## config.mk

```make
export PLATFORM = sky130hd
export DESIGN_NAME = flash_program_erase_control
export DESIGN_NICKNAME = d
export VERILOG_FILES = /design/src/core/flash_ctl_pkg.sv /design/src/core/key_if.sv /design/src/core/sticky_flag.sv /design/src/core/key_matcher.sv /design/src/core/flash_program_erase_control.sv
export VERILOG_INCLUDE_DIRS = /design/src /design/src/core
export SDC_FILE = /design/constraint.sdc
export NUM_CORES = 1
export LEC_CHECK = 0
export ABC_AREA = 1
export BUFFER_PORTS_ARGS = -buffer_cell sky130_fd_sc_hd__buf_4
export CAP_MARGIN = 10
export CORE_MARGIN = 10
export CORE_UTILIZATION = 43
export CTS_CLUSTER_DIAMETER = 60
export DETAILED_ROUTE_END_ITERATION = 16
export PLACE_DENSITY = 0.77
export SYNTH_ARGS = -nofsm -noshare
export SYNTH_HDL_FRONTEND = slang
export SYNTH_SLANG_ARGS = --single-unit
```

## constraint.sdc

```tcl
create_clock -name clk_in -period 4.8 [get_ports clk_in]
set_clock_uncertainty 0.05 [all_clocks]
set_input_delay 1.44 -clock clk_in [delete_from_list [all_inputs] [get_ports clk_in]]
set_output_delay 1.44 -clock clk_in [all_outputs]
set_load 0.01 [all_outputs]
```

## src/core/flash_ctl_regs.svh

```systemverilog
// Register offsets, field positions and reset values of the flash control
`ifndef FLASH_CTL_REGS_SVH
`define FLASH_CTL_REGS_SVH

`define OFS_MAIN_KEY 8'h04
`define OFS_OPT_KEY 8'h08
`define OFS_STATUS 8'h0C
`define OFS_CONTROL 8'h10
`define OFS_ADDR 8'h14
`define OFS_PROG_DATA 8'h28

`define ST_BUSY 0
`define ST_PROG_FAULT 2
`define ST_WP_FAULT 4
`define ST_DONE 5
`define ST_PATTERN 8
`define ST_CONFIG 9

`define CT_PROG 0
`define CT_PAGE 1
`define CT_MASS 2
`define CT_OPT_PROG 4
`define CT_OPT_ERASE 5
`define CT_START 6
`define CT_LOCK 7
`define CT_PARTIAL 8
`define CT_OPT_ALLOW 9
`define CT_FAULT_EN 10
`define CT_DONE_EN 12

`define CTRL_RW_MASK 32'h0000_1537
`define RESET_CONTROL 32'h0000_0080
`define RESET_ADDR 32'h0000_0000
`define RESET_WORD 32'h0000_0000
`define ERASED_WORD 32'hFFFF_FFFF
`define SINGLE_PAGE 8'h01
`define PARTIAL_ERASE_PAGES 8'h30

`endif

```

## src/core/flash_ctl_pkg.sv

```systemverilog
// Types shared by the flash program and erase control
package flash_ctl_pkg;

   typedef enum logic [2:0] {
      ST_IDLE = 3'h1,
      ST_CHECK = 3'h2,
      ST_RUN = 3'h4
   } seq_state_t;

   typedef enum logic [2:0] {
      OP_PROGRAM = 3'h0,
      OP_PAGE_ERASE = 3'h1,
      OP_MASS_ERASE = 3'h2,
      OP_PARTIAL_ERASE = 3'h3,
      OP_OPT_PROGRAM = 3'h4,
      OP_OPT_ERASE = 3'h5
   } op_t;

endpackage

```

## src/core/key_if.sv

```systemverilog
// Key word path between the control block and a key sequence matcher
`timescale 1ns/1ps
interface key_if;
   logic wr;
   logic [31:0] word;
   logic rearm;
   logic match;
   logic fail;

   modport source(output wr, output word, output rearm,
                  input match, input fail);
   modport sink(input wr, input word, input rearm,
                output match, output fail);
endinterface

```

## src/core/sticky_flag.sv

```systemverilog
// Status flag set by hardware and cleared by software, set winning
`timescale 1ns/1ps
module sticky_flag (
   input wire logic clk_in,
   input wire logic reset_in,
   input wire logic set_in,
   input wire logic clear_in,
   output logic flag_out
);
   logic flag_reg;

   always_ff @(posedge clk_in or posedge reset_in) begin
      if (reset_in) begin
         flag_reg <= 1'b0;
      end else begin
         flag_reg <= set_in | (flag_reg & ~clear_in);
      end
   end

   assign flag_out = flag_reg;
endmodule

```

## src/core/key_matcher.sv

```systemverilog
// Two-word unlock key sequence matcher
`timescale 1ns/1ps
module key_matcher #(
   parameter logic [31:0] FIRST = 32'h0000_0000,
   parameter logic [31:0] SECOND = 32'h0000_0000
) (
   input wire logic clk_in,
   input wire logic reset_in,
   key_if.sink key
);
   logic second_reg;
   logic match_reg;
   logic fail_reg;

   wire want_first = key.wr & ~fail_reg & ~second_reg;
   wire want_second = key.wr & ~fail_reg & second_reg;
   wire first_ok = want_first & (key.word == FIRST);
   wire second_ok = want_second & (key.word == SECOND);
   wire bad_word = (want_first | want_second) & ~first_ok & ~second_ok;

   // A wrong word latches the failure until rearmed or reset
   always_ff @(posedge clk_in or posedge reset_in) begin
      if (reset_in) begin
         second_reg <= 1'b0;
         match_reg <= 1'b0;
         fail_reg <= 1'b0;
      end else begin
         second_reg <= first_ok | (second_reg & ~key.wr & ~key.rearm);
         match_reg <= second_ok;
         fail_reg <= bad_word | (fail_reg & ~key.rearm);
      end
   end

   assign key.match = match_reg;
   assign key.fail = fail_reg;
endmodule

```

## src/core/flash_program_erase_control.sv

```systemverilog
// Flash program and erase control with its APB register file
// Functional notes
// [RULE_01] Write-only option key register; correct sequence sets option write allow.
// [RULE_02] Option bytes may be programmed or erased only while allow is set.
// [RULE_03] Config flag set when start-up config value differs from calibration.
// [RULE_04] Pattern flag set when start-up pattern differs from calibration.
// [RULE_05] Done flag set on each successful operation; write 1 clears.
// [RULE_06] Programming a protected address sets write-protect fault; 1 clears.
// [RULE_07] Programming a word that is not all ones sets program fault.
// [RULE_08] Software keeps erase start at 0 before programming.
// [RULE_09] Busy rises when an operation begins, falls at end or error.
// [RULE_10] Done interrupt raised when done flag and its enable are set.
// [RULE_11] Fault interrupt raised when either fault flag and its enable set.
// [RULE_12] Partial erase select clears only the first 48 main pages.
// [RULE_13] Lock resets to 1, only writes of 1; locks array and control.
// [RULE_14] Correct main key clears lock; a failed attempt freezes it.
// [RULE_15] Start is set by software only, cleared as busy rises.
// [RULE_16] Option erase select enables option erase mode.
// [RULE_17] Option program select enables option program mode.
// [RULE_18] Mass erase select makes an erase clear every main page.
// [RULE_19] Control bit 0 selects program, bit 1 single page erase.
// [RULE_20] Address register gives program word or erase page.
// [RULE_21] Address writes are ignored while busy.
// [RULE_22] Separate write-only main key register clears the lock.
// [RULE_23] Key words are parameters, compared in written order.
// [RULE_24] Interrupt is OR of enabled done and enabled faults.
`timescale 1ns/1ps
`include "flash_ctl_regs.svh"
module flash_program_erase_control #(
   parameter logic [31:0] MAIN_KEY_FIRST = 32'h1111_2222,
   parameter logic [31:0] MAIN_KEY_SECOND = 32'h3333_4444,
   parameter logic [31:0] OPT_KEY_FIRST = 32'h5555_6666,
   parameter logic [31:0] OPT_KEY_SECOND = 32'h7777_8888,
   parameter logic [7:0] MAIN_PAGES = 8'h40,
   parameter int CFG_W = 32
) (
   input wire logic clk_in,
   input wire logic reset_in,
   input wire logic psel_in,
   input wire logic penable_in,
   input wire logic pwrite_in,
   input wire logic [7:0] paddr_in,
   input wire logic [31:0] pwdata_in,
   output logic [31:0] prdata_out,
   output logic pready_out,
   output logic pslverr_out,
   output logic array_req_out,
   output logic [2:0] array_cmd_out,
   output logic [31:0] array_addr_out,
   output logic [31:0] array_wdata_out,
   output logic [7:0] array_pages_out,
   input wire logic [31:0] array_rdata_in,
   input wire logic array_protect_in,
   input wire logic array_done_in,
   input wire logic [CFG_W-1:0] config_value_in,
   input wire logic [CFG_W-1:0] config_calib_in,
   input wire logic [CFG_W-1:0] pattern_value_in,
   input wire logic [CFG_W-1:0] pattern_calib_in,
   output logic irq_out
);
   flash_ctl_pkg::seq_state_t state_reg;
   flash_ctl_pkg::seq_state_t state_next;
   flash_ctl_pkg::op_t cmd_reg;
   flash_ctl_pkg::op_t op_pick;
   logic [31:0] ctrl_reg;
   logic [31:0] ctrl_next;
   logic [31:0] addr_reg;
   logic [31:0] wdata_reg;
   logic [31:0] status_word;
   logic [31:0] prdata_reg;
   logic [7:0] pages_reg;
   logic [7:0] pages_pick;
   logic pready_reg;
   logic pslverr_reg;
   logic req_reg;
   logic irq_reg;
   logic cfg_seen_reg;
   logic cfg_err_reg;
   logic pat_err_reg;
   logic done_flag;
   logic wp_flag;
   logic pg_flag;
   logic done_set;
   logic wp_set;
   logic pg_set;

   key_if main_key ();
   key_if opt_key ();

   // Bus decode
   wire setup = psel_in & ~penable_in;
   wire access = psel_in & penable_in & pready_reg;
   wire wr_en = access & pwrite_in;
   wire hit_main = paddr_in == `OFS_MAIN_KEY;
   wire hit_opt = paddr_in == `OFS_OPT_KEY;
   wire hit_status = paddr_in == `OFS_STATUS;
   wire hit_ctrl = paddr_in == `OFS_CONTROL;
   wire hit_addr = paddr_in == `OFS_ADDR;
   wire hit_data = paddr_in == `OFS_PROG_DATA;
   wire hit_any = hit_main | hit_opt | hit_status | hit_ctrl
                  | hit_addr | hit_data;

   // Control fields
   wire lock = ctrl_reg[`CT_LOCK];
   wire start = ctrl_reg[`CT_START];
   wire opt_allow = ctrl_reg[`CT_OPT_ALLOW];
   wire sel_prog = ctrl_reg[`CT_PROG];
   wire sel_page = ctrl_reg[`CT_PAGE];
   wire sel_mass = ctrl_reg[`CT_MASS];
   wire sel_partial = ctrl_reg[`CT_PARTIAL];
   wire sel_opt_prog = ctrl_reg[`CT_OPT_PROG];
   wire sel_opt_erase = ctrl_reg[`CT_OPT_ERASE];
   wire done_en = ctrl_reg[`CT_DONE_EN];
   wire fault_en = ctrl_reg[`CT_FAULT_EN];

   wire idle = state_reg == flash_ctl_pkg::ST_IDLE;
   wire busy = ~idle;

   // Register writes
   wire ctrl_wr = wr_en & hit_ctrl & ~lock; // [RULE_13]
   wire addr_wr = wr_en & hit_addr & idle; // [RULE_21]
   wire status_wr = wr_en & hit_status;
   wire data_wr = wr_en & hit_data & idle & ~lock;

   // Operation launch; a pending start blocks programming
   wire prog_mode = sel_prog | sel_opt_prog; // [RULE_19] [RULE_17]
   wire erase_mode = sel_page | sel_mass | sel_partial | sel_opt_erase;
   wire prog_go = data_wr & prog_mode & ~start; // [RULE_08]
   wire erase_go = idle & start & ~lock & erase_mode; // [RULE_15]
   wire start_clr = idle & start;

   // Option erase ranks first, then mass, partial, single page
   assign op_pick = prog_go ? (sel_opt_prog
                    ? flash_ctl_pkg::OP_OPT_PROGRAM // [RULE_17]
                    : flash_ctl_pkg::OP_PROGRAM)    // [RULE_19]
                  : sel_opt_erase ? flash_ctl_pkg::OP_OPT_ERASE // [RULE_16]
                  : sel_mass ? flash_ctl_pkg::OP_MASS_ERASE // [RULE_18]
                  : sel_partial ? flash_ctl_pkg::OP_PARTIAL_ERASE // [RULE_12]
                  : flash_ctl_pkg::OP_PAGE_ERASE; // [RULE_19]

   assign pages_pick = (op_pick == flash_ctl_pkg::OP_PARTIAL_ERASE)
                       ? `PARTIAL_ERASE_PAGES // [RULE_12]
                       : (op_pick == flash_ctl_pkg::OP_MASS_ERASE)
                       ? MAIN_PAGES // [RULE_18]
                       : `SINGLE_PAGE;

   // Checks made before the array is driven
   wire is_opt = cmd_reg == flash_ctl_pkg::OP_OPT_PROGRAM
                 | cmd_reg == flash_ctl_pkg::OP_OPT_ERASE;
   wire is_prog = cmd_reg == flash_ctl_pkg::OP_PROGRAM
                  | cmd_reg == flash_ctl_pkg::OP_OPT_PROGRAM;
   wire is_main_target = cmd_reg == flash_ctl_pkg::OP_PROGRAM
                         | cmd_reg == flash_ctl_pkg::OP_PAGE_ERASE;
   wire opt_denied = is_opt & ~opt_allow; // [RULE_02]
   wire wp_hit = opt_denied
                 | (is_main_target & array_protect_in); // [RULE_06]
   wire not_blank = is_prog & (array_rdata_in != `ERASED_WORD); // [RULE_07]

   always_comb begin
      state_next = state_reg;
      wp_set = 1'b0;
      pg_set = 1'b0;
      done_set = 1'b0;
      unique case (state_reg)
         flash_ctl_pkg::ST_IDLE: begin
            if (prog_go | erase_go) begin
               state_next = flash_ctl_pkg::ST_CHECK; // [RULE_09]
            end
         end
         flash_ctl_pkg::ST_CHECK: begin
            // A failed check ends the operation with busy falling
            if (wp_hit) begin
               wp_set = 1'b1; // [RULE_06]
               state_next = flash_ctl_pkg::ST_IDLE; // [RULE_09]
            end else if (not_blank) begin
               pg_set = 1'b1; // [RULE_07]
               state_next = flash_ctl_pkg::ST_IDLE; // [RULE_09]
            end else begin
               state_next = flash_ctl_pkg::ST_RUN;
            end
         end
         flash_ctl_pkg::ST_RUN: begin
            if (array_done_in) begin
               done_set = 1'b1; // [RULE_05]
               state_next = flash_ctl_pkg::ST_IDLE; // [RULE_09]
            end
         end
         default: begin
            state_next = flash_ctl_pkg::ST_IDLE;
         end
      endcase
   end

   // Control register next value
   always_comb begin
      ctrl_next = ctrl_reg;
      if (ctrl_wr) begin
         ctrl_next = pwdata_in & `CTRL_RW_MASK;
         // Start and lock only accept ones
         ctrl_next[`CT_START] = start | (pwdata_in[`CT_START] & idle);
         ctrl_next[`CT_LOCK] = pwdata_in[`CT_LOCK]; // [RULE_13]
         // Software may only clear option write allow
         ctrl_next[`CT_OPT_ALLOW] = opt_allow
                                   & pwdata_in[`CT_OPT_ALLOW]; // [RULE_02]
      end
      if (start_clr) begin
         ctrl_next[`CT_START] = 1'b0; // [RULE_15]
      end
      if (main_key.match) begin
         ctrl_next[`CT_LOCK] = 1'b0; // [RULE_14]
      end
      if (opt_key.match) begin
         ctrl_next[`CT_OPT_ALLOW] = 1'b1; // [RULE_01]
      end
   end

   // Key paths: main key only while locked, option key only when open
   assign main_key.wr = wr_en & hit_main & lock; // [RULE_22]
   assign main_key.word = pwdata_in;
   assign main_key.rearm = 1'b0; // [RULE_14]
   assign opt_key.wr = wr_en & hit_opt & ~lock; // [RULE_01]
   assign opt_key.word = pwdata_in;
   assign opt_key.rearm = opt_key.fail;

   key_matcher #(
      .FIRST(MAIN_KEY_FIRST),
      .SECOND(MAIN_KEY_SECOND)
   ) main_matcher ( // [RULE_23]
      .clk_in(clk_in),
      .reset_in(reset_in),
      .key(main_key)
   );

   key_matcher #(
      .FIRST(OPT_KEY_FIRST),
      .SECOND(OPT_KEY_SECOND)
   ) opt_matcher ( // [RULE_23]
      .clk_in(clk_in),
      .reset_in(reset_in),
      .key(opt_key)
   );

   sticky_flag done_stat ( // [RULE_05]
      .clk_in(clk_in),
      .reset_in(reset_in),
      .set_in(done_set),
      .clear_in(status_wr & pwdata_in[`ST_DONE]),
      .flag_out(done_flag)
   );

   sticky_flag wp_stat ( // [RULE_06]
      .clk_in(clk_in),
      .reset_in(reset_in),
      .set_in(wp_set),
      .clear_in(status_wr & pwdata_in[`ST_WP_FAULT]),
      .flag_out(wp_flag)
   );

   sticky_flag pg_stat ( // [RULE_07]
      .clk_in(clk_in),
      .reset_in(reset_in),
      .set_in(pg_set),
      .clear_in(status_wr & pwdata_in[`ST_PROG_FAULT]),
      .flag_out(pg_flag)
   );

   always_comb begin
      status_word = `RESET_WORD;
      status_word[`ST_BUSY] = busy; // [RULE_09]
      status_word[`ST_PROG_FAULT] = pg_flag;
      status_word[`ST_WP_FAULT] = wp_flag;
      status_word[`ST_DONE] = done_flag;
      status_word[`ST_PATTERN] = pat_err_reg;
      status_word[`ST_CONFIG] = cfg_err_reg;
   end

   // Key registers are write-only and read as zero
   wire [31:0] rdata_mux = hit_status ? status_word
                         : hit_ctrl ? ctrl_reg
                         : hit_addr ? addr_reg
                         : hit_data ? wdata_reg
                         : `RESET_WORD;

   wire irq_next = (done_flag & done_en) // [RULE_10] [RULE_24]
                   | ((pg_flag | wp_flag) & fault_en); // [RULE_11]

   // One wait-free access cycle; read data captured in setup
   always_ff @(posedge clk_in or posedge reset_in) begin
      if (reset_in) begin
         pready_reg <= 1'b0;
         pslverr_reg <= 1'b0;
         prdata_reg <= `RESET_WORD;
      end else begin
         pready_reg <= setup;
         pslverr_reg <= setup & ~hit_any;
         prdata_reg <= setup ? rdata_mux : `RESET_WORD;
      end
   end

   always_ff @(posedge clk_in or posedge reset_in) begin
      if (reset_in) begin
         state_reg <= flash_ctl_pkg::ST_IDLE;
         ctrl_reg <= `RESET_CONTROL; // [RULE_13]
         irq_reg <= 1'b0;
         req_reg <= 1'b0;
      end else begin
         state_reg <= state_next;
         ctrl_reg <= ctrl_next;
         irq_reg <= irq_next;
         req_reg <= state_next == flash_ctl_pkg::ST_RUN;
      end
   end

   always_ff @(posedge clk_in or posedge reset_in) begin
      if (reset_in) begin
         addr_reg <= `RESET_ADDR;
         wdata_reg <= `RESET_WORD;
      end else begin
         if (addr_wr) begin
            addr_reg <= pwdata_in; // [RULE_20]
         end
         if (data_wr) begin
            wdata_reg <= pwdata_in;
         end
      end
   end

   always_ff @(posedge clk_in or posedge reset_in) begin
      if (reset_in) begin
         cmd_reg <= flash_ctl_pkg::OP_PROGRAM;
         pages_reg <= `SINGLE_PAGE;
      end else if (idle & (prog_go | erase_go)) begin
         cmd_reg <= op_pick;
         pages_reg <= pages_pick;
      end
   end

   // Comparison is taken once, on the first edge after reset release
   always_ff @(posedge clk_in or posedge reset_in) begin
      if (reset_in) begin
         cfg_seen_reg <= 1'b0;
         cfg_err_reg <= 1'b0;
         pat_err_reg <= 1'b0;
      end else if (!cfg_seen_reg) begin
         cfg_seen_reg <= 1'b1;
         cfg_err_reg <= config_value_in != config_calib_in; // [RULE_03]
         pat_err_reg <= pattern_value_in != pattern_calib_in; // [RULE_04]
      end
   end

   assign prdata_out = prdata_reg;
   assign pready_out = pready_reg;
   assign pslverr_out = pslverr_reg;
   assign array_req_out = req_reg;
   assign array_cmd_out = cmd_reg;
   assign array_addr_out = addr_reg; // [RULE_20]
   assign array_wdata_out = wdata_reg;
   assign array_pages_out = pages_reg;
   assign irq_out = irq_reg;
endmodule

```

==> impl_metrics.toml, run 1 <==
[logic_synthesis]
synth_top_area_share_pct = 46.4
avgSynthCellArea_um2 = 7.16
synth_fa_ha_area_share_pct = 0
synth_edf_count = 0
yosys.area_share.xor_xnor_pct = 1.89
postSynth.asyncResetShare_pct = 100
synth.area.mux_share_pct = 0
synth.ff_latch_count = 132
seq_area_frac_synth_pct = 47.5
synth_top_family_by_area = "simple AND/OR/NAND/NOR gates"
synthDistinctLibCells = 28
syn_inst = 972
yosys-top-cells-count = "nand2_1 (339), inv_1 (152), dfrtp_1 (129), nor2_1 (76), o21ai_0 (71)"
synth_area_leaders = "dfrtp_1 (46%), nand2_1 (18%), inv_1 (8.2%)"
synthesis.area_mm2 = 0.00696
yosysMostFrequentCell = "nand2_1"
synthSimpleGateAreaFrac_pct = 29.4
synth_compound_area_share_pct = 10.7
yosys.area.top_type = "dfrtp_1"
yosys_warnings = 0
ys.flop_type = "dfrtp_1"

[floorplanning]
die_x_um = 147
placementRows = 46
initial_utilization_pct = 43.8
coreArea_mm2 = 0.0159
chipHeight_um = 147
io_pins = 318
dieArea_mm2 = 0.0217

[worst_setup_path]
timing.rr.end = "array_wdata_out[13]"
cp.arrival_ns = 3.47
reg2reg_slack_ns = 2.49
crit_type = "input pin to flip-flop"
critPathMaxFanout = 52
ff2ff_path_depth = 6
critPathCaptureType = "flip-flop"
worstPathRequired_ns = 5.02
cp-start-kind = "input pin"
rr_startpoint = "state_reg[0]"

[clocking]
htree_levels = 4
cts_resized = 0
cts_num_sinks = 132
cts_hold_buf = 0
cts_max_path_buffers = 2
cts_tree = "built"
insertion_delay_ns = 0.41
clk_pin_slew_worst_paths_ns = 0.06
numCtsBuffers = 17
postCtsSetupBuffers = 0
cts_root_buf = "clkbuf_16"

[min_path]
hp-class = "flip-flop to flip-flop"
holdPathEnd = "ctrl_reg[7]"
worstHoldStart = "main_matcher.key.match"
holdPathStages = 1

[power]
p_leak_uw = 0.00556
power_uw = 2730
max-vdd-ir-drop_mv = 0.191
pwr_density_cell_mw_per_mm2 = 270

[place]
hpwl_um = 20800
portBuffers = 313
pre_cts_ws_ns = 1.13
place_congestion = 0.924
dp_cells = 1484

[drt]
drt_iter0_drc = 428
dr.max_layer_used = "met4"
wl_um = 25600
avgViaCountPerCell = 4.94
firstDrtPassIters = 5
wl_per_cell_um = 16.9
met1_length_um = 9290
drc = 0
wl_met2_um = 12900
drtAntennaViolNets = 0
wl_met3_um = 2640
via_count = 7482

[cells_and_area]
final_util_pct = 63.7
drive_above_1_share_pct = 28.8
syn2layout_area_growth_pct = 45.5
antenna_cells = 0
fin_cells = 1516
fillers = 1384
nets = 1494

[global_route]
grtUsageTotal_pct = 23.0
antenna_found_initial = 0
grt_pass1_vias = 7529
grt_start_max_net_pins = 68
grt_pass1_wl_um = 39900
overflow = 0

[timing]
fin_crit_ns = 3.25
fin_crit_sh_pct = 67.8
hold_viol = 0
setup_viol = 0
rsz0062_at_grt = "no"
report.final.slew_viol_count = 0
worst_pin_slew_ns = 0.957
timing.fmax_ghz = 0.307
finalSetupTns_ns = 0
fin_ws_ns = 1.55
slew_headroom_pct = 36.0

[flow_run]
drv_cap = 0

[run_status]
outcome = "finished clean"
metrics by stage:
step	instance area, um^2	hold WS [ns]
floorplan	6970	0.291
global placement	9510	0.305
detailed placement	9510	0.305
CTS	10100	0.317
global route	10100	0.333
finish	10100	0.320
worst max path at each step:
| stage | from | end | slack (ns) | cells past startpoint |
|---|---|---|---|---|
| 6_report | paddr_in[7] | array_addr_out[17] | 1.55 | 9 |
| 5_1_grt | paddr_in[7] | array_addr_out[17] | 1.38 | 9 |
| 4_1_cts | paddr_in[7] | array_addr_out[17] | 1.53 | 9 |
| 3_5_place_dp | paddr_in[7] | array_addr_out[24] | 1.13 | 9 |
| 3_3_place_gp | paddr_in[7] | prdata_out[9] | 1.23 | 8 |
| 2_1_floorplan | reset_in | array_addr_out[0] | 1.68 | 1 |
report_power, final:
part / total [uW] / leakage [uW] / switching [uW] / internal, uW
clock network: 1320 / 0.000289 / 478 / 844
logic: 293 / 0.00346 / 140 / 154
registers: 1120 / 0.00180 / 2.37 / 1120
total: 2730 / 0.00556 / 620 / 2110
layout make-up:
type	instances	area, um^2	share of cell area, %
inverters	153	578	5.71
multi-input cells	663	2940	29.1
clock buffers	20	457	4.51
repair buffers	320	2410	23.9
clock inverters	12	153	1.51
well taps	216	270	2.67
flip-flops and latches	132	3310	32.7
cell families after synthesis:
group / after synthesis
compound gates: 147
other cells: 2
buf+inv: 180
xor+xnor: 15
flops: 132
simple gates: 496
routing by layer:
metal  up-vias  GRT usage, %
met5         -             0
met4         0          8.57
met1      3411          25.5
met3        48          8.11
li1       3631             -
met2       392          39.6
layout by cell type, fill, tap and decap left out:
cell type and n:
a21oi_1 36, buf_12 1, buf_4 319, bufinv_16 3, clkbuf_1 1, clkbuf_16 17, clkbuf_8 2, clkinv_2 3
clkinvlp_4 5, conb_1 5, dfrtp_1 129, dfstp_2 3, inv_1 151, inv_2 1, inv_6 2, nand2_1 339
nand2_2 1, nand2_4 1, nand3_1 38, nand3_2 2, nand3b_1 2, nand4_1 14, nor2_1 75, nor2_2 4
nor2_4 4, nor3_1 9, nor3_2 1, o211ai_1 3, o21ai_0 71, o21ai_1 35, o22ai_1 2, or2_2 6
xnor2_1 9, xor2_1 6
worst max-delay path, cell delays in order:
cell,delay (ns)
buf_4,0.11
nor2_1,0.29
nand3_1,0.19
nor2_2,0.13
buf_4,0.34
nand3_2,0.30
buf_4,0.38
nand2_1,0.15
o21ai_0,0.10
(Power assumes the default switching activity.)
==> run 2, diff against run 1 <==
- ABC_AREA: 1 -> 0
- CORE_UTILIZATION: 43 -> 42
- PLACE_DENSITY: 0.77 -> 0.76
- clock period: 4.8 -> 2.9 ns (I/O delays scaled with it)
==> impl_metrics.toml, run 2 <==
[logic_synthesis]
yosys_warnings = 0
synth_area_leaders = "dfrtp_1 (48%), xnor2_1 (8.1%), mux2_4 (6.7%)"
synthDistinctLibCells = 59
synthesis.area_mm2 = 0.00668
avgSynthCellArea_um2 = 11.7
synth_top_area_share_pct = 48.3
ys.flop_type = "dfrtp_1"
syn_inst = 570
yosys-top-cells-count = "dfrtp_1 (129), xnor2_1 (62), nand2_1 (51), mux2_2 (37), a21oi_1 (34)"
yosysMostFrequentCell = "dfrtp_1"
yosys.area.top_type = "dfrtp_1"
postSynth.asyncResetShare_pct = 100
synth.ff_latch_count = 132
seq_area_frac_synth_pct = 49.5
synth_edf_count = 0

[drt]
wl_um = 25300
avgViaCountPerCell = 5.31
drtAntennaViolNets = 0
via_count = 6006
firstDrtPassIters = 5
drt_iter0_drc = 578
drc = 0
wl_per_cell_um = 22.4

[clocking]
cts_num_sinks = 132
htree_levels = 4
insertion_delay_ns = 0.42
cts_hold_buf = 0
cts_tree = "built"
cts_root_buf = "clkbuf_16"
cts_resized = 0
clk_pin_slew_worst_paths_ns = 0.06
postCtsSetupBuffers = 0
numCtsBuffers = 17
cts_max_path_buffers = 2

[power]
pwr_density_cell_mw_per_mm2 = 471
switching_share_pct = 25.2
p_clk_share_pct = 46.6
comb_power_share_pct = 12.8
netSwitchingPower_uw = 1180
max-vdd-ir-drop_mv = 0.425
p_int_uw = 3490
power_uw = 4670
p_leak_uw = 0.00480
seqPwrFrac_pct = 40.6

[global_route]
gr-max-usage-layer = "met2"
use_met3_pct = 7.45
grt_pass1_wl_um = 38200
grt_pass1_vias = 6497
gr-usage-met1_pct = 24.2
grt_util_met2_pct = 41.1
grt_start_max_net_pins = 75
overflow = 0
grtUsageTotal_pct = 22.9
antenna_found_initial = 6

[min_path]
holdPathStages = 1
hp-class = "flip-flop to flip-flop"

[timing]
timing.fmax_ghz = 0.423
report.final.slew_viol_count = 0
finalSetupTns_ns = 0
rsz0062_at_grt = "no"
setup_viol = 0
worst_hold_slack_ns = 0.310
fin_crit_sh_pct = 81.4
worst_pin_slew_ns = 0.646
hold_viol = 0
fin_ws_ns = 0.538
fin_crit_ns = 2.36
slew_headroom_pct = 56.4

[floorplanning]
initial_utilization_pct = 42.5
die_x_um = 146
dieArea_mm2 = 0.0213
chipHeight_um = 146
io_pins = 318
coreArea_mm2 = 0.0157
placementRows = 46

[cells_and_area]
multiInputGateArea_mm2 = 0.00315
layout_common_cells = "buf_4 (331), dfrtp_1 (129), xnor2_1 (62)"
layout_commonest_cell = "buf_4"
drive_above_1_share_pct = 49.2
syn2layout_area_growth_pct = 48.5
ff_latch_area_mm2 = 0.00331
nets = 1104
fillers = 1254
fin_cells = 1132

[worst_setup_path]
cp.arrival_ns = 2.61
critPathCaptureType = "flip-flop"
crit_type = "input pin to flip-flop"
ff2ff_path_depth = 5
cp-start-kind = "input pin"
critPathMaxFanout = 26
worstPathRequired_ns = 3.15

[place]
portBuffers = 313
hpwl_um = 20400
dp_cells = 1094
pre_cts_ws_ns = 0.114
place_congestion = 0.871

[run_status]
outcome = "finished clean"

[flow_run]
drv_cap = 0
## run 2: per-layer routing
metal | up-vias | routed length (um)
met3 | 32 | 2040
met5 | - | 0
met2 | 287 | 13600
met4 | 0 | 710
met1 | 2958 | 8970
li1 | 2729 | -
## run 2: worst max-delay path, cell delays in order
cell and delay, ns:
buf_4 0.12, or4_4 0.60, nor2_8 0.13, and4_2 0.28
buf_12 0.23, mux2_2 0.36
## run 2: cells by family (layout without fill, tap and decap cells)
group / Yosys count / count (layout) / synth area share (%)
flops: 132 / 132 / 49.5
compound gates: 77 / 77 / 7.59
simple gates: 181 / 181 / 16.0
xor+xnor: 64 / 64 / 8.39
mux: 78 / 78 / 14.8
other cells: 2 / 11 / 0.112
buf+inv: 36 / 373 / 3.58
## run 2: path summary, 6_finish.rpt
check,from,slack (ns),end
setup / recovery,paddr_in[1],0.54,array_addr_out[31]
hold / removal,main_matcher.key.match,0.31,ctrl_reg[7]
min in group asynchronous,reset_in,0.50,array_wdata_out[6]
hold reg to reg,main_matcher.key.match,0.31,ctrl_reg[7]
max in group asynchronous,reset_in,1.82,array_pages_out[0]
setup reg to reg,state_reg[0],0.69,array_cmd_out[2]
## run 2: power by group through the flow
stage	clock [uW]	combinational [uW]	sequential, uW
finish	2180	597	1900
global route	2280	640	1900
CTS	2200	601	1890
detailed placement	0	595	1930
global placement	0	587	1930
floorplan	0	231	1930
## run 2: area by class of cell
type                            instances  area share [%]
Antenna cell                            6           0.151
Clock buffer                           17            4.29
Clock inverter                         15            1.72
Inverter                                7           0.303
Multi-Input combinational cell        405            31.8
Sequential cell                       132            33.4
Tap cell                              216            2.73
Timing Repair Buffer                  334            25.7
## run 2: metrics by stage
step	util, %	cell area [um^2]
after global placement	59.2	9300
after global routing	63.1	9910
after floorplan	-	6690
final	63.1	9910
after CTS	63.0	9900
after detailed placement	59.2	9300
==> run 3, diff against run 2 <==
- CORE_UTILIZATION: 42 -> 47
- PLACE_DENSITY: 0.76 -> 0.81
- clock period: 2.9 -> 2.2 ns (I/O delays scaled with it)
==> impl_metrics.toml, run 3 (same netlist as run 2, synthesis figures left out) <==
[floorplanning]
chipHeight_um = 139
io_pins = 318
dieArea_mm2 = 0.0194
coreArea_mm2 = 0.0139
initial_utilization_pct = 48.1
placementRows = 43
die_x_um = 139

[drt]
drtAntennaViolNets = 0
drt_iter0_drc = 500
firstDrtPassIters = 5
via_count = 6086
wl_um = 25200
wl_per_cell_um = 22.5
drc = 0
avgViaCountPerCell = 5.43

[worst_setup_path]
critPathMaxFanout = 5
cp.arrival_ns = 2.32
crit_type = "flip-flop to flip-flop"
crit_top_cell = "mux2_2"
cp_slowest_cell = "dfstp_2"
critPathCaptureType = "flip-flop"
cp_cell_sequence = "or3b_2, nor3b_2, mux2_2, mux2_2"
cp-start-kind = "flip-flop"
worstPathRequired_ns = 2.45
cpPeakStageDelay_ns = 0.56

[cells_and_area]
layout_commonest_cell = "buf_4"
ff_latch_area_mm2 = 0.00331
nets = 1133
syn2layout_area_growth_pct = 51.4
layout_common_cells = "buf_4 (358), dfrtp_1 (129), xnor2_1 (62)"
fillers = 970
multiInputGateArea_mm2 = 0.00316
drive_above_1_share_pct = 50.9

[place]
hpwl_um = 20100
pre_cts_ws_ns = -0.273
portBuffers = 313
place_congestion = 0.919

[timing]
rsz0062_at_grt = "no"
report.final.slew_viol_count = 0
hold_viol = 0
slew_headroom_pct = 64.0
fin_crit_ns = 2.07
timing.fmax_ghz = 0.484
worst_pin_slew_ns = 0.537
setup_viol = 0
fin_crit_sh_pct = 93.9
finalSetupTns_ns = 0
fin_ws_ns = 0.134

[clocking]
cts_root_buf = "clkbuf_16"
cts_resized = 0
clk_pin_slew_worst_paths_ns = 0.06
insertion_delay_ns = 0.42
cts_tree = "built"
cts_hold_buf = 0
htree_levels = 4
cts_max_path_buffers = 2
numCtsBuffers = 17
postCtsSetupBuffers = 0
cts_num_sinks = 132

[global_route]
grt_start_max_net_pins = 98
grt_pass1_vias = 6657
antenna_found_initial = 1
overflow = 0
grt_pass1_wl_um = 38400
grtUsageTotal_pct = 25.0

[power]
max-vdd-ir-drop_mv = 0.560
pwr_density_cell_mw_per_mm2 = 610
p_leak_uw = 0.00497

[flow_run]
drv_cap = 0

[run_status]
outcome = "finished clean"

[min_path]
hp-class = "flip-flop to flip-flop"
==> run 3: worst paths after layout <==
path                                             start            endpoint  slack, ns  depth (start not counted)
worst max-delay path                      state_reg[0]    array_cmd_out[2]       0.13                          4
worst min-delay path            main_matcher.key.match         ctrl_reg[7]       0.32                          1
worst max register to register            state_reg[0]    array_cmd_out[2]       0.13                          4
worst min register to register  main_matcher.key.match         ctrl_reg[7]       0.32                          1
max in group asynchronous                     reset_in  array_addr_out[11]       1.35                          3
min in group asynchronous                     reset_in  done_stat.flag_out       0.33                          3
==> run 3: critical path, delay by kind of cell, from the launching register on <==
family | cells | cell delay (ns)
multiplexers | 2 | 0.61
flip-flops | 1 | 0.56
AND/OR/NAND/NOR | 2 | 0.73
==> run 3: routing by layer <==
metal,vias to the layer above,GRT usage (%),routed length (um)
li1,2785,-,-
met1,2961,26.4,8890
met2,292,46.2,13700
met3,48,7.57,1870
met4,0,8.18,703
met5,-,0,0
==> run 3: final cells by class <==
class / count / area share, %
Clock inverter: 15 / 1.70
Timing Repair Buffer: 363 / 27.6
Tap cell: 180 / 2.23
Antenna cell: 1 / 0.0247
Multi-Input combinational cell: 405 / 31.3
Inverter: 7 / 0.297
Clock buffer: 17 / 4.21
Sequential cell: 132 / 32.7
==> run 3: power breakdown <==
part	internal, uW	switching (uW)
Combinational	463	354
Sequential	2470	34.1
Clock	1700	1150
Total	4630	1530
==> run 3: through the flow <==
stage | total power [uW] | hold slack, ns | instances | cell area (um^2) | utilization, %
2_1_floorplan | 2850 | 0.294 | 573 | 6710 | -
3_3_place_gp | 3340 | 0.304 | 1087 | 9510 | 68.5
3_5_place_dp | 3360 | 0.312 | 1087 | 9510 | 68.5
4_1_cts | 6180 | 0.321 | 1119 | 10100 | 72.8
5_1_grt | 6350 | 0.328 | 1120 | 10100 | 72.8
6_report | 6160 | 0.318 | 1120 | 10100 | 72.8
